`src/design/act_pkg.sv`:
```
package act_pkg;

	// register map
	localparam logic [3:0]  TIMING_CTRL_OFS  = 4'h0;
	localparam logic [3:0]  TRIGGER_CFG_OFS  = 4'h4;
	localparam logic [3:0]  SEQ_STATUS_OFS   = 4'h8;
	localparam logic [31:0] TIMING_CTRL_RST  = 32'h0000_0000;
	localparam logic [31:0] TIMING_CTRL_MASK = 32'h0000_9fff;
	localparam logic [2:0]  TRIGGER_RST      = 3'h0;

	// field positions
	localparam int SRC_SEL_BIT  = 15;
	localparam int SAMPLE_MSB   = 12;
	localparam int SAMPLE_LSB   = 8;
	localparam int DIVIDER_MSB  = 7;
	localparam int DIVIDER_LSB  = 0;

	// trigger encoding for automatic sampling
	localparam logic [2:0]  TRIGGER_AUTO     = 3'h7;

	// cycles of bus read latency
	localparam logic [0:0]  READ_WAIT_CYCLES = 1'h1;

	typedef enum logic [1:0] {
		ACT_IDLE,
		ACT_SAMPLE,
		ACT_DONE
	} act_seq_e;

endpackage : act_pkg

```
`src/design/act_tad_if.sv`:
```
`timescale 1ns/1ps
interface act_tad_if;
	logic       src_sel;
	logic [7:0] divider;
	logic       fast_rc_clk;
	logic       tad_tick;
	logic       tad_level;

	modport gen (
		input  src_sel,
		input  divider,
		input  fast_rc_clk,
		output tad_tick,
		output tad_level
	);
	modport user (
		output src_sel,
		output divider,
		output fast_rc_clk,
		input  tad_tick,
		input  tad_level
	);
endinterface : act_tad_if

```
`src/design/act_tad_gen.sv`:
```
`timescale 1ns/1ps
module act_tad_gen (
	// clock and reset
	input  wire logic clock,
	input  wire logic rst,
	// tad link
	act_tad_if.gen    tad
);
	logic [7:0] cnt_q;
	logic [7:0] cnt_d;
	logic       lvl_q;
	logic       lvl_d;
	logic       tick_q;
	logic       tick_d;
	logic       rc_meta_q;
	logic       rc_sync_q;
	logic       rc_prev_q;

	// fast rc oscillator edge, two-flop synchronised
	always_ff @(posedge clock) begin
		if (rst) begin
			rc_meta_q <= 1'b0;
			rc_sync_q <= 1'b0;
			rc_prev_q <= 1'b0;
		end else begin
			rc_meta_q <= tad.fast_rc_clk;
			rc_sync_q <= rc_meta_q;
			rc_prev_q <= rc_sync_q;
		end
	end

	always_comb begin
		cnt_d  = cnt_q;
		lvl_d  = lvl_q;
		tick_d = 1'b0;
		if (tad.src_sel) begin
			cnt_d = 8'h00;
			if (rc_sync_q && !rc_prev_q) begin
				tick_d = 1'b1;
			end
			lvl_d = rc_sync_q;
		end else if (cnt_q >= tad.divider) begin
			cnt_d  = 8'h00;
			lvl_d  = !lvl_q;
			tick_d = lvl_q;
		end else begin
			cnt_d = cnt_q + 8'h01;
		end
	end

	always_ff @(posedge clock) begin
		if (rst) begin
			cnt_q  <= 8'h00;
			lvl_q  <= 1'b0;
			tick_q <= 1'b0;
		end else begin
			cnt_q  <= cnt_d;
			lvl_q  <= lvl_d;
			tick_q <= tick_d;
		end
	end

	assign tad.tad_tick  = tick_q;
	assign tad.tad_level = lvl_q;

	// one period from peripheral clock is 2*(div+1) cycles
	// armed only from a tick that fell under a settled source and divider
	int unsigned gap_q;
	logic        gap_ok_q;
	logic [7:0]  div_seen_q;
	logic        src_seen_q;
	always_ff @(posedge clock) begin
		div_seen_q <= tad.divider;
		src_seen_q <= tad.src_sel;
		if (rst || tick_q) begin
			gap_q <= 0;
		end else begin
			gap_q <= gap_q + 1;
		end
		if (rst || tad.src_sel || src_seen_q
			|| tad.divider != div_seen_q) begin
			gap_ok_q <= 1'b0;
		end else if (tick_q) begin
			gap_ok_q <= 1'b1;
		end
	end
endmodule : act_tad_gen

```
`src/design/act_timing_ctrl.sv`:
```
`timescale 1ns/1ps
// Overview of operation
// - Bit 15 picks the conversion clock: 1 fast rc oscillator, 0 bus clock.
// - Bits 12..8 hold the sample time, N conversion clock periods up to 31.
// - Period is peripheral clock period times 2 times (divider plus one).
// - Sample time applies only when the trigger source is 111.
// - Divider is ignored while the fast rc oscillator is selected.
// - Bits 31..16 and 14..13 read zero and ignore writes.
module act_timing_ctrl (
	// clock and reset
	input  wire logic        clock,
	input  wire logic        rst,
	// avalon-mm slave
	input  wire logic [3:0]  avs_address,
	input  wire logic        avs_read,
	input  wire logic        avs_write,
	input  wire logic [31:0] avs_writedata,
	input  wire logic [3:0]  avs_byteenable,
	output logic      [31:0] avs_readdata,
	output logic             avs_waitrequest,
	// converter sequencer
	input  wire logic        fast_rc_clk,
	input  wire logic        sample_start,
	output logic             conv_clock,
	output logic             conv_tick,
	output logic             sample_active,
	output logic             sample_done
);
	act_tad_if tad ();

	logic [31:0] ctrl_q;
	logic [31:0] ctrl_d;
	logic [2:0]  trig_q;
	logic [2:0]  trig_d;
	logic [31:0] rdata_q;
	logic [31:0] rdata_d;
	logic        wait_q;
	logic        wait_d;
	act_pkg::act_seq_e st_q;
	act_pkg::act_seq_e st_d;
	logic [4:0]  scnt_q;
	logic [4:0]  scnt_d;
	logic        done_q;
	logic        done_d;
	logic        act_q;
	logic        act_d;
	logic        clk_q;
	logic        tick_q;
	logic        start_meta_q;
	logic        start_sync_q;
	logic        start_prev_q;

	function automatic logic [31:0] merge_be(input logic [31:0] old,
		input logic [31:0] nw, input logic [3:0] be);
		logic [31:0] r;
		r = old;
		for (int i = 0; i < 4; i++) begin
			if (be[i]) begin
				r[i*8 +: 8] = nw[i*8 +: 8];
			end
		end
		return r;
	endfunction : merge_be

	assign tad.src_sel     = ctrl_q[act_pkg::SRC_SEL_BIT];
	assign tad.divider     = ctrl_q[act_pkg::DIVIDER_MSB:act_pkg::DIVIDER_LSB];
	assign tad.fast_rc_clk = fast_rc_clk;

	act_tad_gen u_gen (
		.clock (clock),
		.rst   (rst),
		.tad   (tad.gen)
	);

	// bus slave: one wait cycle per access, write lands on the answer edge
	always_comb begin
		ctrl_d  = ctrl_q;
		trig_d  = trig_q;
		rdata_d = rdata_q;
		wait_d  = 1'b1;
		if ((avs_read || avs_write) && wait_q) begin
			wait_d = 1'b0;
			if (avs_read) begin
				case (avs_address)
				act_pkg::TIMING_CTRL_OFS: rdata_d = ctrl_q;
				act_pkg::TRIGGER_CFG_OFS: rdata_d = {29'h0, trig_q};
				act_pkg::SEQ_STATUS_OFS: begin
					rdata_d = {24'h0, done_q, act_q, 1'b0, scnt_q};
				end
				default: rdata_d = 32'h0000_0000;
				endcase
			end
		end else if (avs_write) begin
			case (avs_address)
			act_pkg::TIMING_CTRL_OFS: begin
				ctrl_d = merge_be(ctrl_q, avs_writedata, avs_byteenable)
					& act_pkg::TIMING_CTRL_MASK;
			end
			act_pkg::TRIGGER_CFG_OFS: begin
				if (avs_byteenable[0]) begin
					trig_d = avs_writedata[2:0];
				end
			end
			default: begin
			end
			endcase
		end
	end

	always_ff @(posedge clock) begin
		if (rst) begin
			ctrl_q  <= act_pkg::TIMING_CTRL_RST;
			trig_q  <= act_pkg::TRIGGER_RST;
			rdata_q <= 32'h0000_0000;
			wait_q  <= 1'b1;
		end else begin
			ctrl_q  <= ctrl_d;
			trig_q  <= trig_d;
			rdata_q <= rdata_d;
			wait_q  <= wait_d;
		end
	end

	// high while idle, low for the one answer cycle
	assign avs_waitrequest = wait_q;
	assign avs_readdata    = rdata_q;

	// sample start from sequencer, synchronised
	always_ff @(posedge clock) begin
		if (rst) begin
			start_meta_q <= 1'b0;
			start_sync_q <= 1'b0;
			start_prev_q <= 1'b0;
			clk_q        <= 1'b0;
			tick_q       <= 1'b0;
		end else begin
			start_meta_q <= sample_start;
			start_sync_q <= start_meta_q;
			start_prev_q <= start_sync_q;
			clk_q        <= tad.tad_level;
			tick_q       <= tad.tad_tick;
		end
	end

	// sampling interval counted in conversion clock periods
	always_comb begin
		st_d   = st_q;
		scnt_d = scnt_q;
		act_d  = 1'b0;
		done_d = 1'b0;
		case (st_q)
		act_pkg::ACT_IDLE: begin
			if (start_sync_q && !start_prev_q
				&& trig_q == act_pkg::TRIGGER_AUTO) begin
				st_d   = act_pkg::ACT_SAMPLE;
				scnt_d = ctrl_q[act_pkg::SAMPLE_MSB:act_pkg::SAMPLE_LSB];
				act_d  = 1'b1;
			end
		end
		act_pkg::ACT_SAMPLE: begin
			act_d = 1'b1;
			if (tad.tad_tick) begin
				// zero is illegal; treated as one period
				if (scnt_q <= 5'h01) begin
					st_d  = act_pkg::ACT_DONE;
					act_d = 1'b0;
				end else begin
					scnt_d = scnt_q - 5'h01;
				end
			end
		end
		act_pkg::ACT_DONE: begin
			done_d = 1'b1;
			st_d   = act_pkg::ACT_IDLE;
		end
		default: st_d = act_pkg::ACT_IDLE;
		endcase
	end

	always_ff @(posedge clock) begin
		if (rst) begin
			st_q   <= act_pkg::ACT_IDLE;
			scnt_q <= 5'h00;
			act_q  <= 1'b0;
			done_q <= 1'b0;
		end else begin
			st_q   <= st_d;
			scnt_q <= scnt_d;
			act_q  <= act_d;
			done_q <= done_d;
		end
	end

	assign conv_clock    = clk_q;
	assign conv_tick     = tick_q;
	assign sample_active = act_q;
	assign sample_done   = done_q;
endmodule : act_timing_ctrl

```
`config.mk`:
```
export PLATFORM = sky130hd
export DESIGN_NAME = act_timing_ctrl
export DESIGN_NICKNAME = d
export VERILOG_FILES = /design/src/design/act_pkg.sv /design/src/design/act_tad_if.sv /design/src/design/act_tad_gen.sv /design/src/design/act_timing_ctrl.sv
export SDC_FILE = /design/constraint.sdc
export NUM_CORES = 1
export LEC_CHECK = 0
export BUFFER_PORTS_ARGS = -buffer_cell sky130_fd_sc_hd__buf_2
export CAP_MARGIN = 40
export CORE_MARGIN = 4
export CORE_UTILIZATION = 51
export CTS_CLUSTER_SIZE = 24
export DETAILED_ROUTE_END_ITERATION = 7
export GPL_ROUTABILITY_DRIVEN = 0
export PLACE_DENSITY = 0.79
export SLEW_MARGIN = 15
export SYNTH_ARGS = -nofsm -noshare
export SYNTH_HDL_FRONTEND = slang
export SYNTH_SLANG_ARGS = --single-unit
```
`constraint.sdc`:
```
create_clock -name clock -period 2.25 [get_ports clock]
set_input_delay 0.225 -clock clock [delete_from_list [all_inputs] [get_ports clock]]
set_output_delay 0.225 -clock clock [all_outputs]
set_load 0.005 [all_outputs]
```
# Yosys cells after proc, flatten, opt, wreduce, memory -nomap -nowiden
# Cells that the tools add are included.
# Widths: inputs -> output; s select.
[word_totals] reg_bits=77 inputBits=46 out_inout_bits=37 word_cells=73
[classes] order_cmp=2 bitwise=1 addsub=2 reduce_logical=19 eq_ne=9 muxes=20
[op_table] op="$pmux 16 s3" n=1
[op_table] op="$reduce_and 4->1" n=4
[op_table] op="$mux 5" n=3
[op_table] op="$mux 1" n=10
[op_table] op="$pmux 5 s2" n=1
[op_table] op="$add 8x1->8 const B" n=1
[op_table] op="$ge 8x8->1" n=1
[op_table] op="$mux 2" n=3
[op_table] op="$ne 2x2->1 const B" n=3
[op_table] op="$le 5x1->1 const B" n=1
[op_table] op="$sub 5x1->5 const B" n=1
[op_table] op="$eq 4x3->1 const B" n=1
[op_table] op="$eq 4x4->1 const B" n=1
[op_table] op="$logic_and 1x1->1" n=4
[op_table] op="$logic_not 4->1" n=1
[op_table] op="$pmux 2 s2" n=1
[op_table] op="$reduce_bool 2->1" n=2
[op_table] op="$eq 3x3->1 const B" n=1
[op_table] op="$logic_not 1->1" n=3
[op_table] op="$reduce_and 3->1" n=1
[op_table] op="$reduce_or 3->1" n=1
[op_table] op="$eq 2x1->1 const B" n=1
[op_table] op="$eq 2x2->1 const B" n=1
[op_table] op="$logic_not 2->1" n=1
[op_table] op="other kinds (5)" n=5

# Logic depth before layout (Yosys ltp)
# Gate-level depths: netlist of the first run.
[depth] ltp_word=5 mapped_depth=7 depth_no_buf=7

# Cells and area by module
# Synthesis of the first run repeated with hierarchy kept, for this count alone.
[hier_totals] hier_cells=300 hier_area_um2=2767.7
[by_module_without_submodules] module="act_timing_ctrl" instances=1 seq_area_each_um2=920.9 area_each_um2=2088.3 cells_per_inst=225
[by_module_without_submodules] module="act_tad_gen" instances=1 seq_area_each_um2=260.2 area_each_um2=679.4 cells_per_inst=75

# Worst setup path after synthesis of the first run
# OpenSTA, ideal clock, no wires.
[synth_path] path_type="reg2reg" start="register u_gen.cnt_q[0]" end="register u_gen.lvl_q, in the netlist u_gen.tad.tad_level" setup_ns=0.117 path_slack_ns=0.522 stages_incl_launch_ff=8 arrival_ns=1.611 n_path_buf=0 period_less_slack_ns=1.728 required_ns=2.133 cell_sequence="dfxtp_1 -> inv_1 -> ha_1 -> nand2b_1 -> a2111o_1 -> a21oi_2 -> xnor2_1 -> a22o_1"
[synth_via] elab_chain_cells=2
[synth_rtl] element="start: declaration" line="act_tad_gen.sv:9" source="logic [7:0] cnt_q;"
[synth_rtl] element="start signal: assignment" line="act_tad_gen.sv:57" source="cnt_q <= cnt_d;"
[synth_rtl] element="$ge 8x8->1" line="act_tad_gen.sv:42" source="end else if (cnt_q >= tad.divider) begin"
[synth_rtl] element="$reduce_bool 2->1 (no line)"
[synth_rtl] element="end signal: assignment" line="act_tad_gen.sv:58" source="lvl_q <= lvl_d;"
[synth_rtl] element="end: declaration" line="act_tad_gen.sv:11" source="logic lvl_q;"
# No other way between the ends.
# A chain may end at the register's enable or synchronous reset.

# Worst setup path in the final report of the first run
[layout_path] start="register u_gen.cnt_q[0]" end="register u_gen.cnt_q[4]"
[layout_via] elab_chain_cells=2 elab_cells_between_ends=3 cone_classes="add/sub (1); order compare (1); reduce/logical (1)"
[layout_rtl] element="$ge 8x8->1" line="act_tad_gen.sv:42"
[layout_rtl] element="$reduce_or 3->1 (no line)"
# Parallel ways exist; a longest one is shown, timed or not.

==> results of run 1 <==
[kinds of logic (layout without fill, tap and decap cells)]
kind of cell / count (synthesis) / in the layout / synth area share
other: 1 / 18 / 0.001384
buffers and inverters: 43 / 77 / 0.09464
flip-flops: 59 / 59 / 0.4358
AO/OA/AOI/OAI: 50 / 50 / 0.1163
multiplexers: 21 / 21 / 0.07802
XOR/XNOR: 7 / 7 / 0.02262
AND/OR/NAND/NOR: 110 / 110 / 0.2004
adder cells (fa/ha/maj): 11 / 11 / 0.05078
[critical path, cell delays in order (launching register included)]
cell,delay [ns]
dfxtp_1,0.42
inv_1,0.07
ha_1,0.26
nand2b_1,0.13
a2111o_1,0.42
a21oi_2,0.22
nand2_1,0.20
nor2_1,0.15
[registers in the layout, summed over array words and instances (netlist names)]
register,count
u_gen.cnt_q,8
start_prev_q,1
avs_readdata,14
st_q,2
ctrl_q,14
u_gen.tad.tad_tick,1
sample_done,1
u_gen.tad.tad_level,1
u_gen.rc_meta_q,1
avs_waitrequest,1
trig_q,3
start_meta_q,1
scnt_q,5
conv_tick,1
start_sync_q,1
sample_active,1
u_gen.rc_prev_q,1
conv_clock,1
u_gen.rc_sync_q,1
[per-layer routing]
metal | up-vias | share of wire
li1 | 1082 | -
met1 | 1002 | 0.45
met2 | 57 | 0.47
met3 | 10 | 0.057
met4 | 0 | 0.023
met5 | - | 0
[power groups by stage]
stage	Clock (mW)	Sequential, mW	Combinational [mW]
after floorplan	0	1.08	0.0773
after global placement	0	1.09	0.0953
after detailed placement	0	1.09	0.0967
after CTS	0.934	1.06	0.0974
after global routing	0.981	1.06	0.110
final	0.907	1.06	0.0972
[area by class of cell]
| class | instances | area [um^2] |
|---|---|---|
| clock buffer | 15 | 186.4 |
| clock inverter | 1 | 5.005 |
| sequential | 59 | 1181 |
| fill | 468 | 2041 |
| inverter | 12 | 45.04 |
| timing repair buffer | 49 | 257.7 |
| tap | 70 | 87.58 |
| multi-input combinational | 217 | 1336 |
[per-stage QoR]
stage	util	cells	cell area, um^2	hold WS (ns)
floorplan	-	319	2774	0.3084
global placement	0.5657	407	2908	0.4191
finish	0.6030	423	3099	0.09807
detailed placement	0.5657	407	2908	0.4220
global route	0.6030	423	3099	0.09172
CTS	0.6030	423	3099	0.08285
[worst max-delay path by stage]
stage	from	end	slack (ns)	cells past startpoint
detailed placement	u_gen.cnt_q[0]	u_gen.cnt_q[4]	0.32	7
global route	u_gen.cnt_q[0]	u_gen.cnt_q[4]	0.16	7
CTS	u_gen.cnt_q[0]	u_gen.cnt_q[4]	0.28	7
global placement	u_gen.cnt_q[0]	u_gen.cnt_q[2]	0.39	7
floorplan	u_gen.cnt_q[0]	u_gen.tad.tad_level	0.52	7
finish	u_gen.cnt_q[0]	u_gen.cnt_q[4]	0.31	7
[synthesized netlist by cell type, drive strengths merged (4+ instances only)]
library cell	count	area, um^2
inv	12	45.04
mux2i	20	200.2
xor2	4	35.03
buf	23	181.4
o21ai	16	80.07
nor2b	10	62.56
nor2	40	150.1
ha	11	137.6
nand3	13	65.06
a22oi	7	52.55
a21oi	18	93.84
nand2b	4	25.02
clkbuf	8	30.03
dfxtp	59	1181
nand2	24	90.09
==> results by stage, run 1 <==
Hold path:
- The worst hold path terminates at start_meta_q.
- The path class of the tightest hold or removal check is in -> reg.
- The startpoint of the most critical hold path is sample_start.
- The hold path depth is 2.

Job:
- Max-cap violations in this run came to 0.

Finish:
- Leaving out fill and tap cells, the most frequent cell in the layout is dfxtp_1.
- After the last flow step, the layout net total stands at 405.
- Leaving out fill and tap cells, the most frequent cells in the layout are 59 x dfxtp_1, 44 x buf_2, 40 x nor2_1.
- The synthesis-to-finish area growth is 14.36%.
- In the final layout, the share of cells above drive strength 1 is 0.1955.
- The repair_antennas step left the layout with diodes totalling 0.

Floorplanning:
- The die outline height is ~80 um.
- The floorplan step set the die width to 80.90 um.
- The initial utilization of the core area, before any placement, comes to 0.5273.
- The top-level I/O count is 83.
- The standard cell core area is 0.005140 mm^2.
- The number of placement rows is 26.
- The die covers roughly 0.0065 mm^2.

Worst setup path:
- The cell count of the worst reg-to-reg path is 7.
- The startpoint identified for the worst register-to-register timing path is u_gen.cnt_q[0].
- The sort of element at the end of the critical path is a flop.
- The category of the most critical setup path is reg -> reg.
- The register-to-register path setup slack is ~0.31 ns.
- The endpoint identified for the worst register-to-register timing path is u_gen.cnt_q[4].
- Along the worst path, the maximum fanout reaches 7.
- The worst path required time is between 2 and 3 ns.
- The arrival time of the worst setup path is around 2.2 ns.
- The critical path launch point type is a flop.

Yosys:
- The mapped netlist covers between 0.002 and 0.003 mm^2.
- For this run, the number of Yosys warnings is 0.
- The fraction of synthesis flops using an asynchronous set or reset pin is 0.
- The number of distinct standard cells referenced by the synthesized netlist is 43.
- Counting flops with a built-in enable in the synthesized netlist gives 0.
- The most frequently used flop master after synthesis is dfxtp_1.
- The sequential-to-total area share from yosys stat is 0.4358.
- The number of synthesized register bits is 59.
- The count of mapped cells out of synthesis is about 300.
- A synthesized cell averages around 9 um^2.

STA:
- The remaining max-slew budget at the tightest pin is 0.4447.
- The number of hold violations in the final report is 0.
- At the pin with the least slew margin, the transition time is 0.8120 ns.
- Derived from the worst setup path, the maximum achievable clock frequency is approximately 0.52 GHz.
- The post-layout minimum cycle time is 1.938 ns.
- The final setup violation count is 0.
- For the final database, setup skew stands at between 0.005 and 0.006 ns.
- In the finished design, the share of the clock period the worst path needs comes to 0.8614.
- The final count of pins violating max slew is 0.
- Setup total negative slack on the finished layout was measured at 0 ns.
- The setup slack of the critical path after layout is between 0.3 and 0.4 ns.
- Setup repair after global routing left no endpoint under its margin.

Clock tree:
- TritonCTS built the clock tree.
- Buffers inserted to repair hold after CTS numbered 0.
- In this run the number of H-tree levels came out at 3.
- The tree built by TritonCTS fans out to a little under 60 sinks.
- Clock-pin slew was measured on the worst setup and hold paths at around 0.060 ns.
- The number of buffers between clock root and the deepest sink is 2.
- In this run, post-CTS repair resized a total of 0 instances.
- The clock reaches the later pin of the worst-skew pair after between 0.3 and 0.4 ns.
- Buffers inserted during clock tree synthesis total 9.
- The number of post-CTS setup repair buffers is 0.
- The tree is rooted in a clkbuf_8.

Global route:
- The global-route wire length before repair is around 9300 um.
- The via count of the first global-routing pass is just under 2000.
- The initial antenna violation count came to 0.
- In the global route stage, met1 resource usage came out at 0.2459.
- Across every metal layer, demand over resource in global routing totals 0.1885.
- For this run the aggregate overflow at the end of global routing stands at 0.
- The met2 track demand over resource is 0.2849.
- The met3 track demand over resource is 0.04878.
- Entering global routing, the biggest net connects 41 pins.
- The global-route layer with the greatest usage is met2.

Drt:
- The pre-antenna-repair detailed-routing pass consisted of 4 iterations.
- The detail route stage leaves a number of antenna-violating nets equal to 0.
- The wire length per cell is between 10 and 15 um.
- The number of DRC markers in iteration 0 is between 150 and 200.
- Using the TritonRoute via totals, the vias-per-cell ratio works out to between 5 and 6.
- Detailed routing inserted a total of approximately 2200 vias.
- For this run, design rule violations remaining after detail routing come to 0.
- Wires add up to roughly 5600 um.

Pwr:
- The worst supply voltage drop on vdd is a little under 0.4 mV.
- The design internal power is 1.612 mW.
- Of the total power, combinational logic draws 0.047.
- The clock network power share is 0.439.
- The power consumption is just over 2 mW.
- The power density over cell area is ~670 mW/mm^2.
- Summed over all cells, the static leakage comes to approximately 1.2 nW.
- The net switching component of the power is 454.8 uW.
- The power share of the sequential group is 0.514.
- The switching fraction of total power is 0.2200.

Placed design:
- The worst slack at placement is ~0.32 ns.
- The estimated wirelength of the detail-placed design is between 3000 and 4000 um.
- During placement, the flow inserted port buffers numbering 44.

Run status:
- The flow ran to the end, and the final reports show no timing, DRC or antenna violations.
No activity file was read; power rests on OpenSTA's default activity.
==> run 2: changes to the inputs <==
- BUFFER_PORTS_ARGS: -buffer_cell sky130_fd_sc_hd__buf_2 -> -buffer_cell sky130_fd_sc_hd__buf_4
==> run 2 against run 1 <==
Final area grew 3.6%. Via count shrank 1.1%. Sequential share of layout area shrank 1.3 points. First-iteration DRC count grew 5.1%. Sequential power is essentially flat. Worst hold slack lost 0.016 ns. Worst setup slack gained 0.021 ns. Critical path depth is the same. Routed wire length grew 0.20%. Register-to-register slack gained 0.02 ns. Largest cell class unchanged. Utilization grew 2.2 points. Non-clock buffer count is the same.
==> results by stage, run 2 (synthesis results as in run 1) <==
STA:
- The final count of pins violating max slew came to 0.
- The remaining max-slew budget at the tightest pin is 0.4425.
- The final setup violation count is 0.
- The smallest clock period supported by the final layout is computed as 1.917 ns.
- The worst hold slack after final layout is 0.08237 ns.
- Setup repair after global routing left no endpoint under its margin.
- For this run, the top clock speed supported by timing is ~0.52 GHz.
- The number of hold violations in the final report is 0.
- The transition time at the pin with the least slew margin is ~0.8 ns.
- The clock tree skew after final layout is a little under 0.009 ns.
- The setup TNS after final layout is 0 ns.
- The fraction of the cycle the final worst path needs is 0.8522.

Worst setup path:
- The peak per-stage delay on the critical path is 0.42 ns.
- The signal on the critical path passes through inv_1, ha_1, nand2b_1, a2111o_1, a21oi_2, nand2_1, nor2_1.
- The worst setup path is launched from a flop.
- Data on the critical path arrives at its endpoint at 2.19 ns.
- The cell with the largest stage delay on the worst path is a2111o_1.
- The launch point of the worst reg-to-reg path is u_gen.cnt_q[0].
- The worst setup path is captured at a flop.
- The worst path required time is 2.52 ns.
- The worst register-to-register path ends at u_gen.cnt_q[6].
- The category of the most critical setup path is reg -> reg.
- Tracing the worst setup path back leads to its startpoint at u_gen.cnt_q[0].
- The cell count of the worst reg-to-reg path is 7.
- Of all nets on the critical path, the largest fanout is 7.
- The register-to-register path setup slack is ~0.33 ns.

Pwr:
- The combinational share of power is 0.052.
- The clock network power share is 0.447.
- The power density over cell area is approximately 660 mW/mm^2.
- The net switching component of the power is 480.6 uW.
- The switching fraction of total power is 0.2266.
- The power share of the sequential group is 0.501.
- The leakage power total is 1.266 nW.
- The worst-case IR drop observed on VDD is about 0.39 mV.
- The internal power of the cells totals about 1.6 mW.

Clock tree:
- The clock transition at the register clock pins on the worst setup and hold paths after CTS is about 0.07 ns.
- The CTS tree is built.
- The H-tree was split into 3 levels.
- No sink is reached through more buffers than the 2 on the longest clock path.
- The root buffer cell chosen for the clock tree is clkbuf_8.
- After clock tree synthesis, the repair step resized 0 gates.
- The TritonCTS buffer count is 9.
- Buffers added to address setup during post-CTS repair amount to 0.
- The tree built by TritonCTS fans out to just under 60 sinks.
- The clock reaches the later pin of the worst-skew pair after roughly 0.34 ns.
- The count of hold buffers inserted by post-cts repair is 0.

Floorplanning:
- For this configuration, the core starts out at a cell density of 0.5273.
- The standard cell core area is a little over 0.005 mm^2.
- Measured along the y axis, the die boundary spans between 80 and 90 um.
- The floorplan step set the die width to about 81 um.
- Row generation in the floorplan step produced 26 rows.
- The die covers 0.006544 mm^2.
- Pin placement for this block handled between 80 and 90 I/O pins.

Drt:
- The routed layout has ~2100 vias.
- In the routed layout, each cell is associated on average with a via count of about 5.0.
- The residual DRC count is 0.
- The wire length per cell is about 13 um.
- The wire length reported by the detailed router is 5568 um.
- The detailed router finished its first iteration with about 160 violations.
- The count of nets left with antenna violations after detail routing is 0.
- The first TritonRoute pass finished after 4 iterations.

Finish:
- In the layout the commonest cells are 59 x dfxtp_1, 49 x buf_4, 40 x nor2_1.
- The repair_antennas step left the layout with diodes totalling 0.
- After filler insertion, the fill cell instance count of the layout stands at roughly 470.
- After the last flow step, the layout net total stands at roughly 410.
- The share of layout cells above drive strength 1 is 0.1983.
- Compared with the post-synthesis result, the final layout area differs by 18.51%.
- The final core area utilization is 0.6249.
- Leaving out fill and tap cells, the most frequent cell in the layout is dfxtp_1.

Hold path:
- The hold path depth is 2.
- The startpoint identified for the worst hold timing path is avs_write.
- The worst hold-check path type is in -> reg.
- The destination of the worst hold path is avs_waitrequest.

Placed design:
- The count of buffers inserted at the top-level ports is 44.
- Once detailed placement completed, the half-perimeter wirelength came to roughly 4000 um.

Run status:
- The run finished with clean final reports.

Global route:
- The pin count of the biggest net entering global routing is 51.
- The leftover overflow at the end of global routing is 0.
- The first global-routing pass estimated approximately 9000 um of wire.
- Across every metal layer, demand over resource in global routing totals 0.1810.
- The global-route layer with the greatest usage is met2.
- The met2 track demand over resource is 0.2923.
- The via count of the first global-routing pass is ~2000.
- For this run, global-route usage on met1 was measured as 0.2261.
- The initial antenna violation count is 0.
- For met3 alone, demand over resource in global routing was 0.03437.

Job:
- The number of maximum-capacitance violations is 0.
-- run 2: cell types whose count changed in the layout (fill, tap and decap cells not counted), sizes merged --
cell,delta
bufinv,+1
clkinvlp,+1
clkbuf,-4
clkinv,+2
-- run 2: worst max path at each step --
stage | end | cells after the start | slack [ns]
floorplan | u_gen.tad.tad_level | 7 | 0.52
detailed placement | u_gen.cnt_q[6] | 7 | 0.33
global route | u_gen.cnt_q[4] | 7 | 0.22
global placement | u_gen.cnt_q[2] | 7 | 0.39
CTS | u_gen.cnt_q[6] | 7 | 0.32
finish | u_gen.cnt_q[6] | 7 | 0.33
-- run 2: final cells by class --
cell class	count	area, um^2	share of cell area
Clock buffer	11	141.4	0.04402
Clock inverter	5	52.55	0.01636
Inverter	12	45.04	0.01402
Multi-Input combinational cell	217	1336	0.4160
Sequential cell	59	1181	0.3677
Tap cell	70	87.58	0.02727
Timing Repair Buffer	49	367.9	0.1145
-- run 2: stage by stage --
step | power (mW) | std cells | cell area [um^2] | setup WS (ns)
after floorplan | 1.162 | 319 | 2774 | 0.5220
after global placement | 1.193 | 407 | 3018 | 0.3882
after detailed placement | 1.195 | 407 | 3018 | 0.3312
after CTS | 2.132 | 423 | 3212 | 0.3186
after global routing | 2.192 | 423 | 3212 | 0.2192
final | 2.121 | 423 | 3212 | 0.3325
-- run 2: per-layer routing --
metal,vias up,part of all wire,wire length [um]
li1,1084,-,-
met3,11,0.054,299
met5,-,0,0
met1,982,0.46,2560
met2,51,0.46,2575
met4,0,0.024,132
-- run 2: power by group through the flow --
| stage | Combinational [mW] | Clock (mW) | Sequential, mW |
|---|---|---|---|
| after floorplan | 0.0773 | 0 | 1.08 |
| after global placement | 0.108 | 0 | 1.09 |
| after detailed placement | 0.109 | 0 | 1.09 |
| after CTS | 0.110 | 0.960 | 1.06 |
| after global routing | 0.122 | 1.01 | 1.06 |
| final | 0.110 | 0.948 | 1.06 |
-- run 2: critical path: cells and delay by family (launching register included) --
kind	cells	cell delay, ns
flip-flops	1	0.40
adder cells (fa/ha/maj)	1	0.26
buffers and inverters	1	0.06
AND/OR/NAND/NOR	3	0.49
AO/OA/AOI/OAI	2	0.65
